## config.mk

```make
export PLATFORM = sky130hd
export DESIGN_NAME = prm_cmd_port
export DESIGN_NICKNAME = d
export VERILOG_FILES = /design/src/core/prm_serial_engine.v /design/src/core/prm_cmd_port.v
export VERILOG_INCLUDE_DIRS = /design/src /design/src/core
export SDC_FILE = /design/constraint.sdc
export NUM_CORES = 1
export LEC_CHECK = 0
export ABC_AREA = 1
export ABC_CLOCK_PERIOD_IN_PS = 2500
export BUFFER_PORTS_ARGS = -buffer_cell sky130_fd_sc_hd__buf_2
export CORE_ASPECT_RATIO = 0.7
export CORE_MARGIN = 8
export CORE_UTILIZATION = 55
export CTS_BUF_LIST = sky130_fd_sc_hd__clkbuf_4
export CTS_CLUSTER_DIAMETER = 50
export DETAILED_ROUTE_END_ITERATION = 7
export PLACE_DENSITY = 0.73
export SKIP_LAST_GASP = 1
export SYNTH_ARGS = -nofsm -noshare
export SYNTH_HDL_FRONTEND = slang
export SYNTH_HIERARCHICAL = 1
export SYNTH_SLANG_ARGS = --single-unit
```

## constraint.sdc

```tcl
create_clock -name ref_clk -period 2.5 [get_ports ref_clk]
set_clock_uncertainty 0.05 [all_clocks]
set_input_delay 0.25 -clock ref_clk [delete_from_list [all_inputs] [get_ports ref_clk]]
set_output_delay 0.25 -clock ref_clk [all_outputs]
set_load 0.02 [all_outputs]
```

## src/core/prm_regs.vh

```
`ifndef PRM_REGS_VH
`define PRM_REGS_VH

// ****************************************
// Register map, byte addresses
// ****************************************
`define PRM_CMD_OFS      12'h030
`define PRM_DATA_OFS     12'h034

// ****************************************
// Command register fields
// ****************************************
`define PRM_BUSY_BIT     31
`define PRM_OP_HI        30
`define PRM_OP_LO        28
`define PRM_TOUT_BIT     10
`define PRM_LOADED_BIT   9
`define PRM_LOC_HI       8

// ****************************************
// Reset values
// ****************************************
`define PRM_OP_RST       3'h0
`define PRM_LOC_RST      9'h000
`define PRM_DATA_RST     8'h00

// ****************************************
// Command opcodes
// ****************************************
`define PRM_OP_READ      3'h0
`define PRM_OP_LOCK      3'h1
`define PRM_OP_UNLOCK    3'h2
`define PRM_OP_WRITE     3'h3
`define PRM_OP_FILL      3'h4
`define PRM_OP_ERASE     3'h5
`define PRM_OP_CLEAR     3'h6
`define PRM_OP_RELOAD    3'h7

// ****************************************
// Serial frame codes: start bit plus two opcode bits
// ****************************************
`define PRM_MW_READ      3'h6
`define PRM_MW_WRITE     3'h5
`define PRM_MW_ERASE     3'h7
`define PRM_MW_CTRL      3'h4
`define PRM_MW_UNLOCK    2'h3
`define PRM_MW_LOCK      2'h0
`define PRM_MW_CLEAR     2'h2
`define PRM_MW_FILL      2'h1
`define PRM_HDR_BITS     5'h0C
`define PRM_FULL_BITS    5'h14

// ****************************************
// Load image and timing
// ****************************************
`define PRM_SIGNATURE    8'hA5
`define PRM_LOAD_LAST    9'h01F
`define PRM_TIMEOUT_MS   24'h00001E
`define PRM_CLK_KHZ      24'h00C350
`define PRM_TIMEOUT_CYC  (`PRM_TIMEOUT_MS * `PRM_CLK_KHZ)
`define PRM_CLK_NS       20
`define PRM_SCK_HALF_NS  260
`define PRM_SCK_HALF_CYC ((`PRM_SCK_HALF_NS + `PRM_CLK_NS - 1) / `PRM_CLK_NS)

// ****************************************
// Bus answers
// ****************************************
`define PRM_RESP_OKAY    2'h0
`define PRM_RESP_SLVERR  2'h2

`endif

```

## src/core/prm_serial_engine.v

```verilog
`timescale 1ns/1ps
`default_nettype none
`include "prm_regs.vh"

module prm_serial_engine #(
   parameter [23:0] TIMEOUT_CYC = `PRM_TIMEOUT_CYC
) (
   // Clock and reset
   input  wire        ref_clk,
   input  wire        resetn,
   // Request
   input  wire        start,
   input  wire [19:0] frame,
   input  wire [4:0]  nbits,
   input  wire        poll,
   // Answer
   output reg         done,
   output reg         timed_out,
   output reg  [7:0]  rx,
   // Serial pins
   output reg         prom_cs,
   output reg         prom_sck,
   output reg         prom_mosi,
   input  wire        prom_miso
);

   localparam integer HALF_I = `PRM_SCK_HALF_CYC - 1;
   localparam [7:0] HALF_M1 = HALF_I[7:0];
   localparam [2:0] E_IDLE = 3'h0;
   localparam [2:0] E_LOW  = 3'h1;
   localparam [2:0] E_HIGH = 3'h2;
   localparam [2:0] E_GAP  = 3'h3;
   localparam [2:0] E_POLL = 3'h4;

   reg [2:0]  state;
   reg [7:0]  div;
   reg [4:0]  bits;
   reg [19:0] sreg;
   reg        poll_q;
   reg [23:0] to_cnt;

   always @(posedge ref_clk or negedge resetn) begin
      if (!resetn) begin
         state     <= E_IDLE;
         div       <= 8'h00;
         bits      <= 5'h00;
         sreg      <= 20'h00000;
         poll_q    <= 1'b0;
         to_cnt    <= 24'h000000;
         done      <= 1'b0;
         timed_out <= 1'b0;
         rx        <= 8'h00;
         prom_cs   <= 1'b0;
         prom_sck  <= 1'b0;
         prom_mosi <= 1'b0;
      end else begin
         done <= 1'b0;
         case (state)
            E_IDLE: begin
               if (start) begin
                  prom_cs   <= 1'b1;
                  prom_mosi <= frame[19];
                  sreg      <= {frame[18:0], 1'b0};
                  bits      <= nbits;
                  poll_q    <= poll;
                  timed_out <= 1'b0;
                  div       <= 8'h00;
                  state     <= E_LOW;
               end
            end
            E_LOW: begin
               if (div == HALF_M1) begin
                  div      <= 8'h00;
                  prom_sck <= 1'b1;
                  state    <= E_HIGH;
               end else begin
                  div <= div + 8'h01;
               end
            end
            E_HIGH: begin
               if (div == HALF_M1) begin
                  // Read data leaves the part on the rising edge
                  div      <= 8'h00;
                  prom_sck <= 1'b0;
                  rx       <= {rx[6:0], prom_miso};
                  bits     <= bits - 5'h01;
                  if (bits == 5'h01) begin
                     prom_cs   <= 1'b0;
                     prom_mosi <= 1'b0;
                     if (poll_q) begin
                        state <= E_GAP;
                     end else begin
                        done  <= 1'b1;
                        state <= E_IDLE;
                     end
                  end else begin
                     prom_mosi <= sreg[19];
                     sreg      <= {sreg[18:0], 1'b0};
                     state     <= E_LOW;
                  end
               end else begin
                  div <= div + 8'h01;
               end
            end
            E_GAP: begin
               // Chip select low time before the ready poll
               if (div == HALF_M1) begin
                  div     <= 8'h00;
                  prom_cs <= 1'b1;
                  to_cnt  <= 24'h000000;
                  state   <= E_POLL;
               end else begin
                  div <= div + 8'h01;
               end
            end
            E_POLL: begin
               if (prom_miso) begin
                  prom_cs <= 1'b0;
                  done    <= 1'b1;
                  state   <= E_IDLE;
               end else if (to_cnt == TIMEOUT_CYC - 24'h000001) begin
                  prom_cs   <= 1'b0;
                  timed_out <= 1'b1;
                  done      <= 1'b1;
                  state     <= E_IDLE;
               end else begin
                  to_cnt <= to_cnt + 24'h000001;
               end
            end
            default: begin
               state <= E_IDLE;
            end
         endcase
      end
   end

endmodule // prm_serial_engine

`default_nettype wire

```

## src/core/prm_cmd_port.v

```verilog
`timescale 1ns/1ps
`default_nettype none
`include "prm_regs.vh"

module prm_cmd_port #(
   parameter [23:0] TIMEOUT_CYC = `PRM_TIMEOUT_CYC
) (
   // Clock and reset
   input  wire        ref_clk,
   input  wire        resetn,
   // Bus reset event from the USB side
   input  wire        usb_bus_reset,
   // AXI4-Lite write address
   input  wire [11:0] s_axi_awaddr,
   input  wire        s_axi_awvalid,
   output reg         s_axi_awready,
   // AXI4-Lite write data
   input  wire [31:0] s_axi_wdata,
   input  wire [3:0]  s_axi_wstrb,
   input  wire        s_axi_wvalid,
   output reg         s_axi_wready,
   // AXI4-Lite write response
   output reg  [1:0]  s_axi_bresp,
   output reg         s_axi_bvalid,
   input  wire        s_axi_bready,
   // AXI4-Lite read address
   input  wire [11:0] s_axi_araddr,
   input  wire        s_axi_arvalid,
   output reg         s_axi_arready,
   // AXI4-Lite read data
   output reg  [31:0] s_axi_rdata,
   output reg  [1:0]  s_axi_rresp,
   output reg         s_axi_rvalid,
   input  wire        s_axi_rready,
   // Configuration image delivered by a good load
   output reg         cfg_load_valid,
   output reg  [8:0]  cfg_load_addr,
   output reg  [7:0]  cfg_load_data,
   // Serial memory pins
   output wire        prom_cs,
   output wire        prom_sck,
   output wire        prom_mosi,
   input  wire        prom_miso
);

   // ****************************************
   // Controller states
   // ****************************************
   localparam [1:0] ST_IDLE = 2'h0;
   localparam [1:0] ST_OP   = 2'h1;
   localparam [1:0] ST_SIG  = 2'h2;
   localparam [1:0] ST_LOAD = 2'h3;

   reg [1:0]  state;
   reg        prom_op_busy;
   reg [2:0]  prom_op_code;
   reg [8:0]  prom_op_location;
   reg        prom_op_timeout_flag;
   reg        prom_loaded_flag;
   reg [7:0]  prom_data_reg;
   reg [2:0]  run_code;
   reg        go_pending;
   reg        boot_pending;
   reg        usb_pending;
   reg [8:0]  load_idx;
   reg        eng_start;
   reg [19:0] eng_frame;
   reg [4:0]  eng_nbits;
   reg        eng_poll;
   reg        aw_held;
   reg [11:0] aw_addr;
   reg        w_held;
   reg [31:0] w_data;
   reg [3:0]  w_strb;

   wire       eng_done;
   wire       eng_timed_out;
   wire [7:0] eng_rx;
   wire       do_wr;
   wire       wr_cmd;
   wire       wr_dat;
   wire       ar_take;
   wire       start_req;

   // ****************************************
   // Serial frame builder
   // ****************************************
   // Header is start bit, opcode pair and nine address bits; data follows
   function [19:0] mw_frame;
      input [2:0] op;
      input [8:0] loc;
      input [7:0] dat;
      begin
         case (op)
            `PRM_OP_READ:   mw_frame = {`PRM_MW_READ, loc, 8'h00};
            `PRM_OP_LOCK:   mw_frame = {`PRM_MW_CTRL, `PRM_MW_LOCK, 7'h00, 8'h00};
            `PRM_OP_UNLOCK: mw_frame = {`PRM_MW_CTRL, `PRM_MW_UNLOCK, 7'h00, 8'h00};
            `PRM_OP_WRITE:  mw_frame = {`PRM_MW_WRITE, loc, dat};
            `PRM_OP_FILL:   mw_frame = {`PRM_MW_CTRL, `PRM_MW_FILL, 7'h00, dat};
            `PRM_OP_ERASE:  mw_frame = {`PRM_MW_ERASE, loc, 8'h00};
            `PRM_OP_CLEAR:  mw_frame = {`PRM_MW_CTRL, `PRM_MW_CLEAR, 7'h00, 8'h00};
            default:        mw_frame = {`PRM_MW_READ, loc, 8'h00};
         endcase
      end
   endfunction

   // Lock state lives in the part; no shadow is kept here, so a
   // locked part simply ignores the frame and the poll answers ready
   function [4:0] mw_bits;
      input [2:0] op;
      begin
         case (op)
            `PRM_OP_READ,
            `PRM_OP_WRITE,
            `PRM_OP_FILL,
            `PRM_OP_RELOAD: mw_bits = `PRM_FULL_BITS;
            default:        mw_bits = `PRM_HDR_BITS;
         endcase
      end
   endfunction

   // Only programming frames wait for the ready answer and can time out
   function mw_poll;
      input [2:0] op;
      begin
         case (op)
            `PRM_OP_WRITE,
            `PRM_OP_FILL,
            `PRM_OP_ERASE,
            `PRM_OP_CLEAR: mw_poll = 1'b1;
            default:       mw_poll = 1'b0;
         endcase
      end
   endfunction

   // ****************************************
   // AXI4-Lite slave
   // ****************************************
   assign do_wr   = aw_held && w_held && !s_axi_bvalid;
   assign wr_cmd  = do_wr && ({aw_addr[11:2], 2'b00} == `PRM_CMD_OFS);
   assign wr_dat  = do_wr && ({aw_addr[11:2], 2'b00} == `PRM_DATA_OFS);
   assign ar_take = s_axi_arvalid && s_axi_arready;
   // Writing zero to busy, or one while already busy, starts nothing
   assign start_req = wr_cmd && w_strb[3] && w_data[`PRM_BUSY_BIT]
                      && !prom_op_busy;

   always @(posedge ref_clk or negedge resetn) begin
      if (!resetn) begin
         s_axi_awready <= 1'b0;
         s_axi_wready  <= 1'b0;
         s_axi_bvalid  <= 1'b0;
         s_axi_bresp   <= `PRM_RESP_OKAY;
         aw_held       <= 1'b0;
         aw_addr       <= 12'h000;
         w_held        <= 1'b0;
         w_data        <= 32'h00000000;
         w_strb        <= 4'h0;
      end else begin
         if (s_axi_awvalid && s_axi_awready) begin
            s_axi_awready <= 1'b0;
            aw_held       <= 1'b1;
            aw_addr       <= s_axi_awaddr;
         end else if (!aw_held && !s_axi_bvalid) begin
            s_axi_awready <= 1'b1;
         end
         if (s_axi_wvalid && s_axi_wready) begin
            s_axi_wready <= 1'b0;
            w_held       <= 1'b1;
            w_data       <= s_axi_wdata;
            w_strb       <= s_axi_wstrb;
         end else if (!w_held && !s_axi_bvalid) begin
            s_axi_wready <= 1'b1;
         end
         if (do_wr) begin
            aw_held      <= 1'b0;
            w_held       <= 1'b0;
            s_axi_bvalid <= 1'b1;
            s_axi_bresp  <= (wr_cmd || wr_dat) ? `PRM_RESP_OKAY : `PRM_RESP_SLVERR;
         end else if (s_axi_bvalid && s_axi_bready) begin
            s_axi_bvalid <= 1'b0;
         end
      end
   end

   always @(posedge ref_clk or negedge resetn) begin
      if (!resetn) begin
         s_axi_arready <= 1'b0;
         s_axi_rvalid  <= 1'b0;
         s_axi_rdata   <= 32'h00000000;
         s_axi_rresp   <= `PRM_RESP_OKAY;
      end else begin
         if (ar_take) begin
            s_axi_arready <= 1'b0;
            s_axi_rvalid  <= 1'b1;
            s_axi_rresp   <= `PRM_RESP_OKAY;
            case ({s_axi_araddr[11:2], 2'b00})
               `PRM_CMD_OFS:  s_axi_rdata <= {prom_op_busy, prom_op_code, 17'h00000,
                                              prom_op_timeout_flag, prom_loaded_flag,
                                              prom_op_location};
               `PRM_DATA_OFS: s_axi_rdata <= {24'h000000, prom_data_reg};
               default: begin
                  s_axi_rdata <= 32'h00000000;
                  s_axi_rresp <= `PRM_RESP_SLVERR;
               end
            endcase
         end else if (s_axi_rvalid && s_axi_rready) begin
            s_axi_rvalid <= 1'b0;
         end else if (!s_axi_rvalid) begin
            s_axi_arready <= 1'b1;
         end
      end
   end

   // ****************************************
   // Registers and operation sequencer
   // ****************************************
   // Flags: clears come first in the block so a same-cycle set wins
   always @(posedge ref_clk or negedge resetn) begin
      if (!resetn) begin
         state                <= ST_IDLE;
         prom_op_busy         <= 1'b1;
         prom_op_code         <= `PRM_OP_RST;
         prom_op_location     <= `PRM_LOC_RST;
         prom_op_timeout_flag <= 1'b0;
         prom_loaded_flag     <= 1'b0;
         prom_data_reg        <= `PRM_DATA_RST;
         run_code             <= `PRM_OP_RST;
         go_pending           <= 1'b0;
         boot_pending         <= 1'b1;
         usb_pending          <= 1'b0;
         load_idx             <= 9'h000;
         eng_start            <= 1'b0;
         eng_frame            <= 20'h00000;
         eng_nbits            <= 5'h00;
         eng_poll             <= 1'b0;
         cfg_load_valid       <= 1'b0;
         cfg_load_addr        <= 9'h000;
         cfg_load_data        <= 8'h00;
      end else begin
         eng_start      <= 1'b0;
         cfg_load_valid <= 1'b0;

         // Software side of the command and data registers
         if (wr_cmd) begin
            if (w_strb[3]) begin
               prom_op_code <= w_data[`PRM_OP_HI:`PRM_OP_LO];
            end
            if (w_strb[1]) begin
               prom_op_location[8] <= w_data[`PRM_LOC_HI];
               if (w_data[`PRM_TOUT_BIT]) begin
                  prom_op_timeout_flag <= 1'b0;
               end
               if (w_data[`PRM_LOADED_BIT]) begin
                  prom_loaded_flag <= 1'b0;
               end
            end
            if (w_strb[0]) begin
               prom_op_location[7:0] <= w_data[7:0];
            end
         end
         if (wr_dat && w_strb[0]) begin
            prom_data_reg <= w_data[7:0];
         end
         if (start_req) begin
            prom_op_busy <= 1'b1;
            go_pending   <= 1'b1;
            run_code     <= w_strb[3] ? w_data[`PRM_OP_HI:`PRM_OP_LO] : prom_op_code;
         end

         case (state)
            ST_IDLE: begin
               if (boot_pending || usb_pending) begin
                  boot_pending <= 1'b0;
                  usb_pending  <= 1'b0;
                  eng_start    <= 1'b1;
                  eng_frame    <= mw_frame(`PRM_OP_READ, 9'h000, 8'h00);
                  eng_nbits    <= `PRM_FULL_BITS;
                  eng_poll     <= 1'b0;
                  state        <= ST_SIG;
               end else if (go_pending) begin
                  // Operation runs on a copy of opcode, location and data
                  go_pending <= 1'b0;
                  eng_start  <= 1'b1;
                  eng_nbits  <= mw_bits(run_code);
                  eng_poll   <= mw_poll(run_code);
                  if (run_code == `PRM_OP_RELOAD) begin
                     eng_frame <= mw_frame(`PRM_OP_READ, 9'h000, 8'h00);
                     state     <= ST_SIG;
                  end else begin
                     eng_frame <= mw_frame(run_code, prom_op_location, prom_data_reg);
                     state     <= ST_OP;
                  end
               end
            end
            ST_OP: begin
               if (eng_done) begin
                  if (run_code == `PRM_OP_READ) begin
                     prom_data_reg <= eng_rx;
                  end
                  if (eng_timed_out) begin
                     prom_op_timeout_flag <= 1'b1;
                  end
                  prom_op_busy <= usb_pending;
                  state        <= ST_IDLE;
               end
            end
            ST_SIG: begin
               if (eng_done) begin
                  if (eng_rx == `PRM_SIGNATURE) begin
                     load_idx  <= 9'h001;
                     eng_start <= 1'b1;
                     eng_frame <= mw_frame(`PRM_OP_READ, 9'h001, 8'h00);
                     eng_nbits <= `PRM_FULL_BITS;
                     eng_poll  <= 1'b0;
                     state     <= ST_LOAD;
                  end else begin
                     // Blank part: nothing is delivered, old setup stays
                     prom_op_busy <= usb_pending;
                     state        <= ST_IDLE;
                  end
               end
            end
            ST_LOAD: begin
               if (eng_done) begin
                  cfg_load_valid <= 1'b1;
                  cfg_load_addr  <= load_idx;
                  cfg_load_data  <= eng_rx;
                  if (load_idx == `PRM_LOAD_LAST) begin
                     prom_loaded_flag <= 1'b1;
                     prom_op_busy     <= usb_pending;
                     state            <= ST_IDLE;
                  end else begin
                     load_idx  <= load_idx + 9'h001;
                     eng_start <= 1'b1;
                     eng_frame <= mw_frame(`PRM_OP_READ, load_idx + 9'h001, 8'h00);
                  end
               end
            end
            default: begin
               state <= ST_IDLE;
            end
         endcase

         // A bus reset raises busy at once; the load follows the current operation
         if (usb_bus_reset) begin
            prom_op_busy <= 1'b1;
            usb_pending  <= 1'b1;
         end
      end
   end

   // ****************************************
   // Serial engine
   // ****************************************
   prm_serial_engine #(
      .TIMEOUT_CYC (TIMEOUT_CYC)
   ) u_engine (
      .ref_clk   (ref_clk),
      .resetn    (resetn),
      .start     (eng_start),
      .frame     (eng_frame),
      .nbits     (eng_nbits),
      .poll      (eng_poll),
      .done      (eng_done),
      .timed_out (eng_timed_out),
      .rx        (eng_rx),
      .prom_cs   (prom_cs),
      .prom_sck  (prom_sck),
      .prom_mosi (prom_mosi),
      .prom_miso (prom_miso)
   );

endmodule // prm_cmd_port

`default_nettype wire

```

==> run summary <==
The final number of hold-violating endpoints was 0. Class of the tightest hold or removal check: input pin to asynchronous set/reset pin. Counting instances in the post-synthesis netlist gives the leading cell types as 515 x nand2_1, 206 x dfrtp_1, 129 x nor2_1, 108 x inv_1, 105 x nand3_1. The logs give 1,630 for the net count reported at finish and 4760 um^2 for the footprint of the multi-input gates. Predominant post-synthesis flop cell: dfrtp_1. The critical path in this run is classified as flip-flop to flip-flop. The floorplan has 42 rows. Detailed placement ended at an HPWL of 19.0 mm. From left edge to right edge, the die measures 183 um. Cells with a size suffix above 1 make up 16.3% of the layout. The leakage power was 6.40 nW. For this design the top-level I/O count stands at 131. TritonCTS built the clock tree.

The most frequent cell after synthesis was nand2_1. Remaining number of nets flagged by the antenna check after routing: 0. H-tree depth: 2. The highest clock frequency the design can meet was 0.473 GHz. After detailed routing, the number of remaining DRC violations is 0. Compared with the post-synthesis result, the final layout area differs by 16.8%. The via count of the first global-routing pass came out at 9,188.

The number of warnings reported in the yosys synthesis log was 6; the arithmetic-cell share of the synthesized area counting full adders, half adders and majority gates was 1.17%. The later pin in the worst-skew pair is clocked with a latency of 0.66 ns. Summing the areas of all compound-gate instances in the mapped netlist gives 8.09% of the synthesized area. Counting flops with an async set or reset pin after synthesis yields a share of 100%. The tree built by TritonCTS fans out to 208 sinks. The floorplan step set the die height to 133 um.

Of the available clock period, the critical path in the final layout requires 84.6%. The run gives 0 as the final number of max-transition violations. For the worst setup path, the data required time is 3.02 ns.

Counting flops and latches in the post-synthesis netlist gives 208. In this run the power density over the cells is 625 nW/um^2. The largest family of logic cells by synthesized area is simple AND/OR/NAND/NOR gates.

The routed wire length per instance works out to 14.6 um. The count of unique library cells instantiated by Yosys was 50; the flip-flop count of the largest register, all copies and words added was 24. In this run the worst path has a maximum fanout of 24. The run gives 9,527 as the vias after detailed routing. The total area inside the core boundary comes to 19,000 um^2. A synthesized cell averages 7.79 um^2. At the pin with the least slew margin, the transition time is 0.725 ns.

In this run the biggest area consumer among cell types represents 48.0% of the synthesized area. Once the floorplan was initialized, standard cells occupied 56.4% of the core. In the global route stage, overall resource usage came out at 22.6%. For the post-CTS setup buffer count, the log shows 0. Setup repair after global routing left no endpoint under its margin. Subtracting the final worst setup slack from the clock period gives 2.11 ns. Number of DRC violations after detailed-routing iteration 0: 776.

Ranked by total cell area, the synthesized netlist is headed by dfrtp_1 48%, nand2_1 18%, nand3_1 4.9%, nor2_1 4.5%, inv_1 3.8%. The count of buffers added on input and output ports is 89. The number of antenna violations at the first check in global routing came out at 0.

The longest clock path from root to sink contains 3 buffers. Once placement completed, the tool counted placed cells totaling 1,712. The floorplan step defined a die boundary enclosing 24,300 um^2. The tools report the endpoint type of the worst setup path as a flip-flop. The simple-gate share of the synthesized area came out at 31.6%. VDD sags by at most 0.000543 V. The number of filler instances in the final layout is 1,666, and the max-capacitance violation count is 0.

Summed over all layers, the routed wires come to 27.2 mm. In the synthesized netlist, the number of instances is 1,377. Cell chosen for the clock root: clkbuf_4.

The post-synthesis share of cell area spent on xor and xnor gates came out at 1.06%. The run finished with clean final reports. The logs give 51 for the cts-stage hold buffer count and 0 for the setup-violating endpoint count in the final report. The worst setup path is launched from a flip-flop. The minimum setup slack after placement was 0.403 ns. In this run, synthesis inferred 0 flip-flops with an integrated enable. The largest registers in the layout are u_engine/to_cnt: 24 flops, eng_frame: 20 flops, u_engine/sreg: 19 flops.

The sequential cells in the finished layout cover a total of 5210 um^2. After clock tree synthesis, the clock-pin slew on the worst setup and hold paths is 0.08 ns. The number of diodes was 0; the worst endpoint data arrival time was 2.63 ns.

Measured against the total synthesized area, the mux share comes to 1.68%. Sequential cells were found to cover 48.5% of the synthesized design area. The run gives 0.39 ns as the register-to-register setup slack. The run gives 0 as the remaining global-route overflow. For the largest net degree at the start of global routing, the log shows 65. The finished layout holds 1,857 standard cells, fillers aside. The first-pass GRT wire length came out at 45.5 mm. The top register by number of flip-flops was u_engine/to_cnt. The cell area that synthesis handed to floorplanning was 10,700 um^2. Dividing the detail-routed via count by the number of cells gives 5.13. For this run, the detailed router's first-pass iteration total came to 4. In the post-route analysis, the smallest setup slack over all paths is 0.385 ns.

Headroom to the max-slew limit: 51.6%. TritonCTS created 50 clock buffers. Setup total negative slack on the finished layout was measured at 0 ns.

After clock tree synthesis, the repair step resized 0 gates. Leading area contributor after synthesis: dfrtp_1. Routability-driven placement finished with a final weighted congestion of 0.934.
final cells by class:
class                   count  area share [%]
repair buffers            157            9.01
clock inverters            16           0.529
multi-input cells        1014            38.0
inverters                 120            3.64
flip-flops and latches    208            41.5
clock buffers              78            4.67
well taps                 264            2.64
worst max-delay path: stages, from the launching register on:
cell,delay [ns]
dfrtp_1,0.45
ha_1,0.28
nand3_1,0.18
nor2_1,0.14
nand3_1,0.14
nand2_1,0.14
nand2_1,0.09
nand2_2,0.39
nand2_1,0.11
nand2_1,0.09
through the flow:
| stage | utilization, % | cell area [um^2] | total power, mW | hold WS, ns |
|---|---|---|---|---|
| detailed placement | 59.8 | 11400 | 4.85 | 0.233 |
| global route | 65.9 | 12500 | 8.26 | 0.102 |
| floorplan | - | 10800 | 4.52 | -0.0956 |
| CTS | 65.9 | 12500 | 7.87 | 0.0756 |
| finish | 65.9 | 12500 | 7.84 | 0.101 |
| global placement | 59.8 | 11400 | 4.82 | 0.242 |
path summary, 6_finish.rpt:
path                                    startpoint                 end  depth (start not counted)
worst max-delay path            u_engine/to_cnt[0]  u_engine/to_cnt[3]                          9
worst min-delay path                        resetn          aw_addr[8]                          2
worst max register to register  u_engine/to_cnt[0]  u_engine/to_cnt[3]                          9
worst min register to register        boot_pending        boot_pending                          2
max in group asynchronous                   resetn        eng_frame[7]                          3
min in group ref_clk               s_axi_araddr[3]      s_axi_rdata[2]                          7
kinds of logic after synthesis:
kind of cell    count (synthesis)
simple gates                  806
flops                         208
buf+inv                       175
compound gates                146
mux                            18
xor+xnor                       13
fa+ha+maj                      10
other cells                     1
cell usage in the layout (no fill, tap or decap), types with 18 or more instances in the layout:
cell           count
inv_1            108
nand3_1          105
o21ai_0           67
clkbuf_4          78
dfrtp_1          206
nand2_1          515
nor2_1           129
mux2i_1           18
o21ai_1           24
o21ai_2           20
dlygate4sd3_1     51
conb_1            21
buf_2             88
layer usage:
layer | global-route usage, % | up-vias | wire (um)
met5 | 0 | - | 0
met4 | 5.90 | 0 | 450
met3 | 4.54 | 42 | 1810
met2 | 32.9 | 313 | 11500
met1 | 33.5 | 4450 | 13400
li1 | - | 4722 | -
report_power, final:
group | switching, mW | internal, mW
sequential | 0.214 | 3.66
combinational | 0.707 | 0.441
clock | 1.38 | 1.43
total | 2.31 | 5.53
No activity file was read; power rests on OpenSTA's default activity.
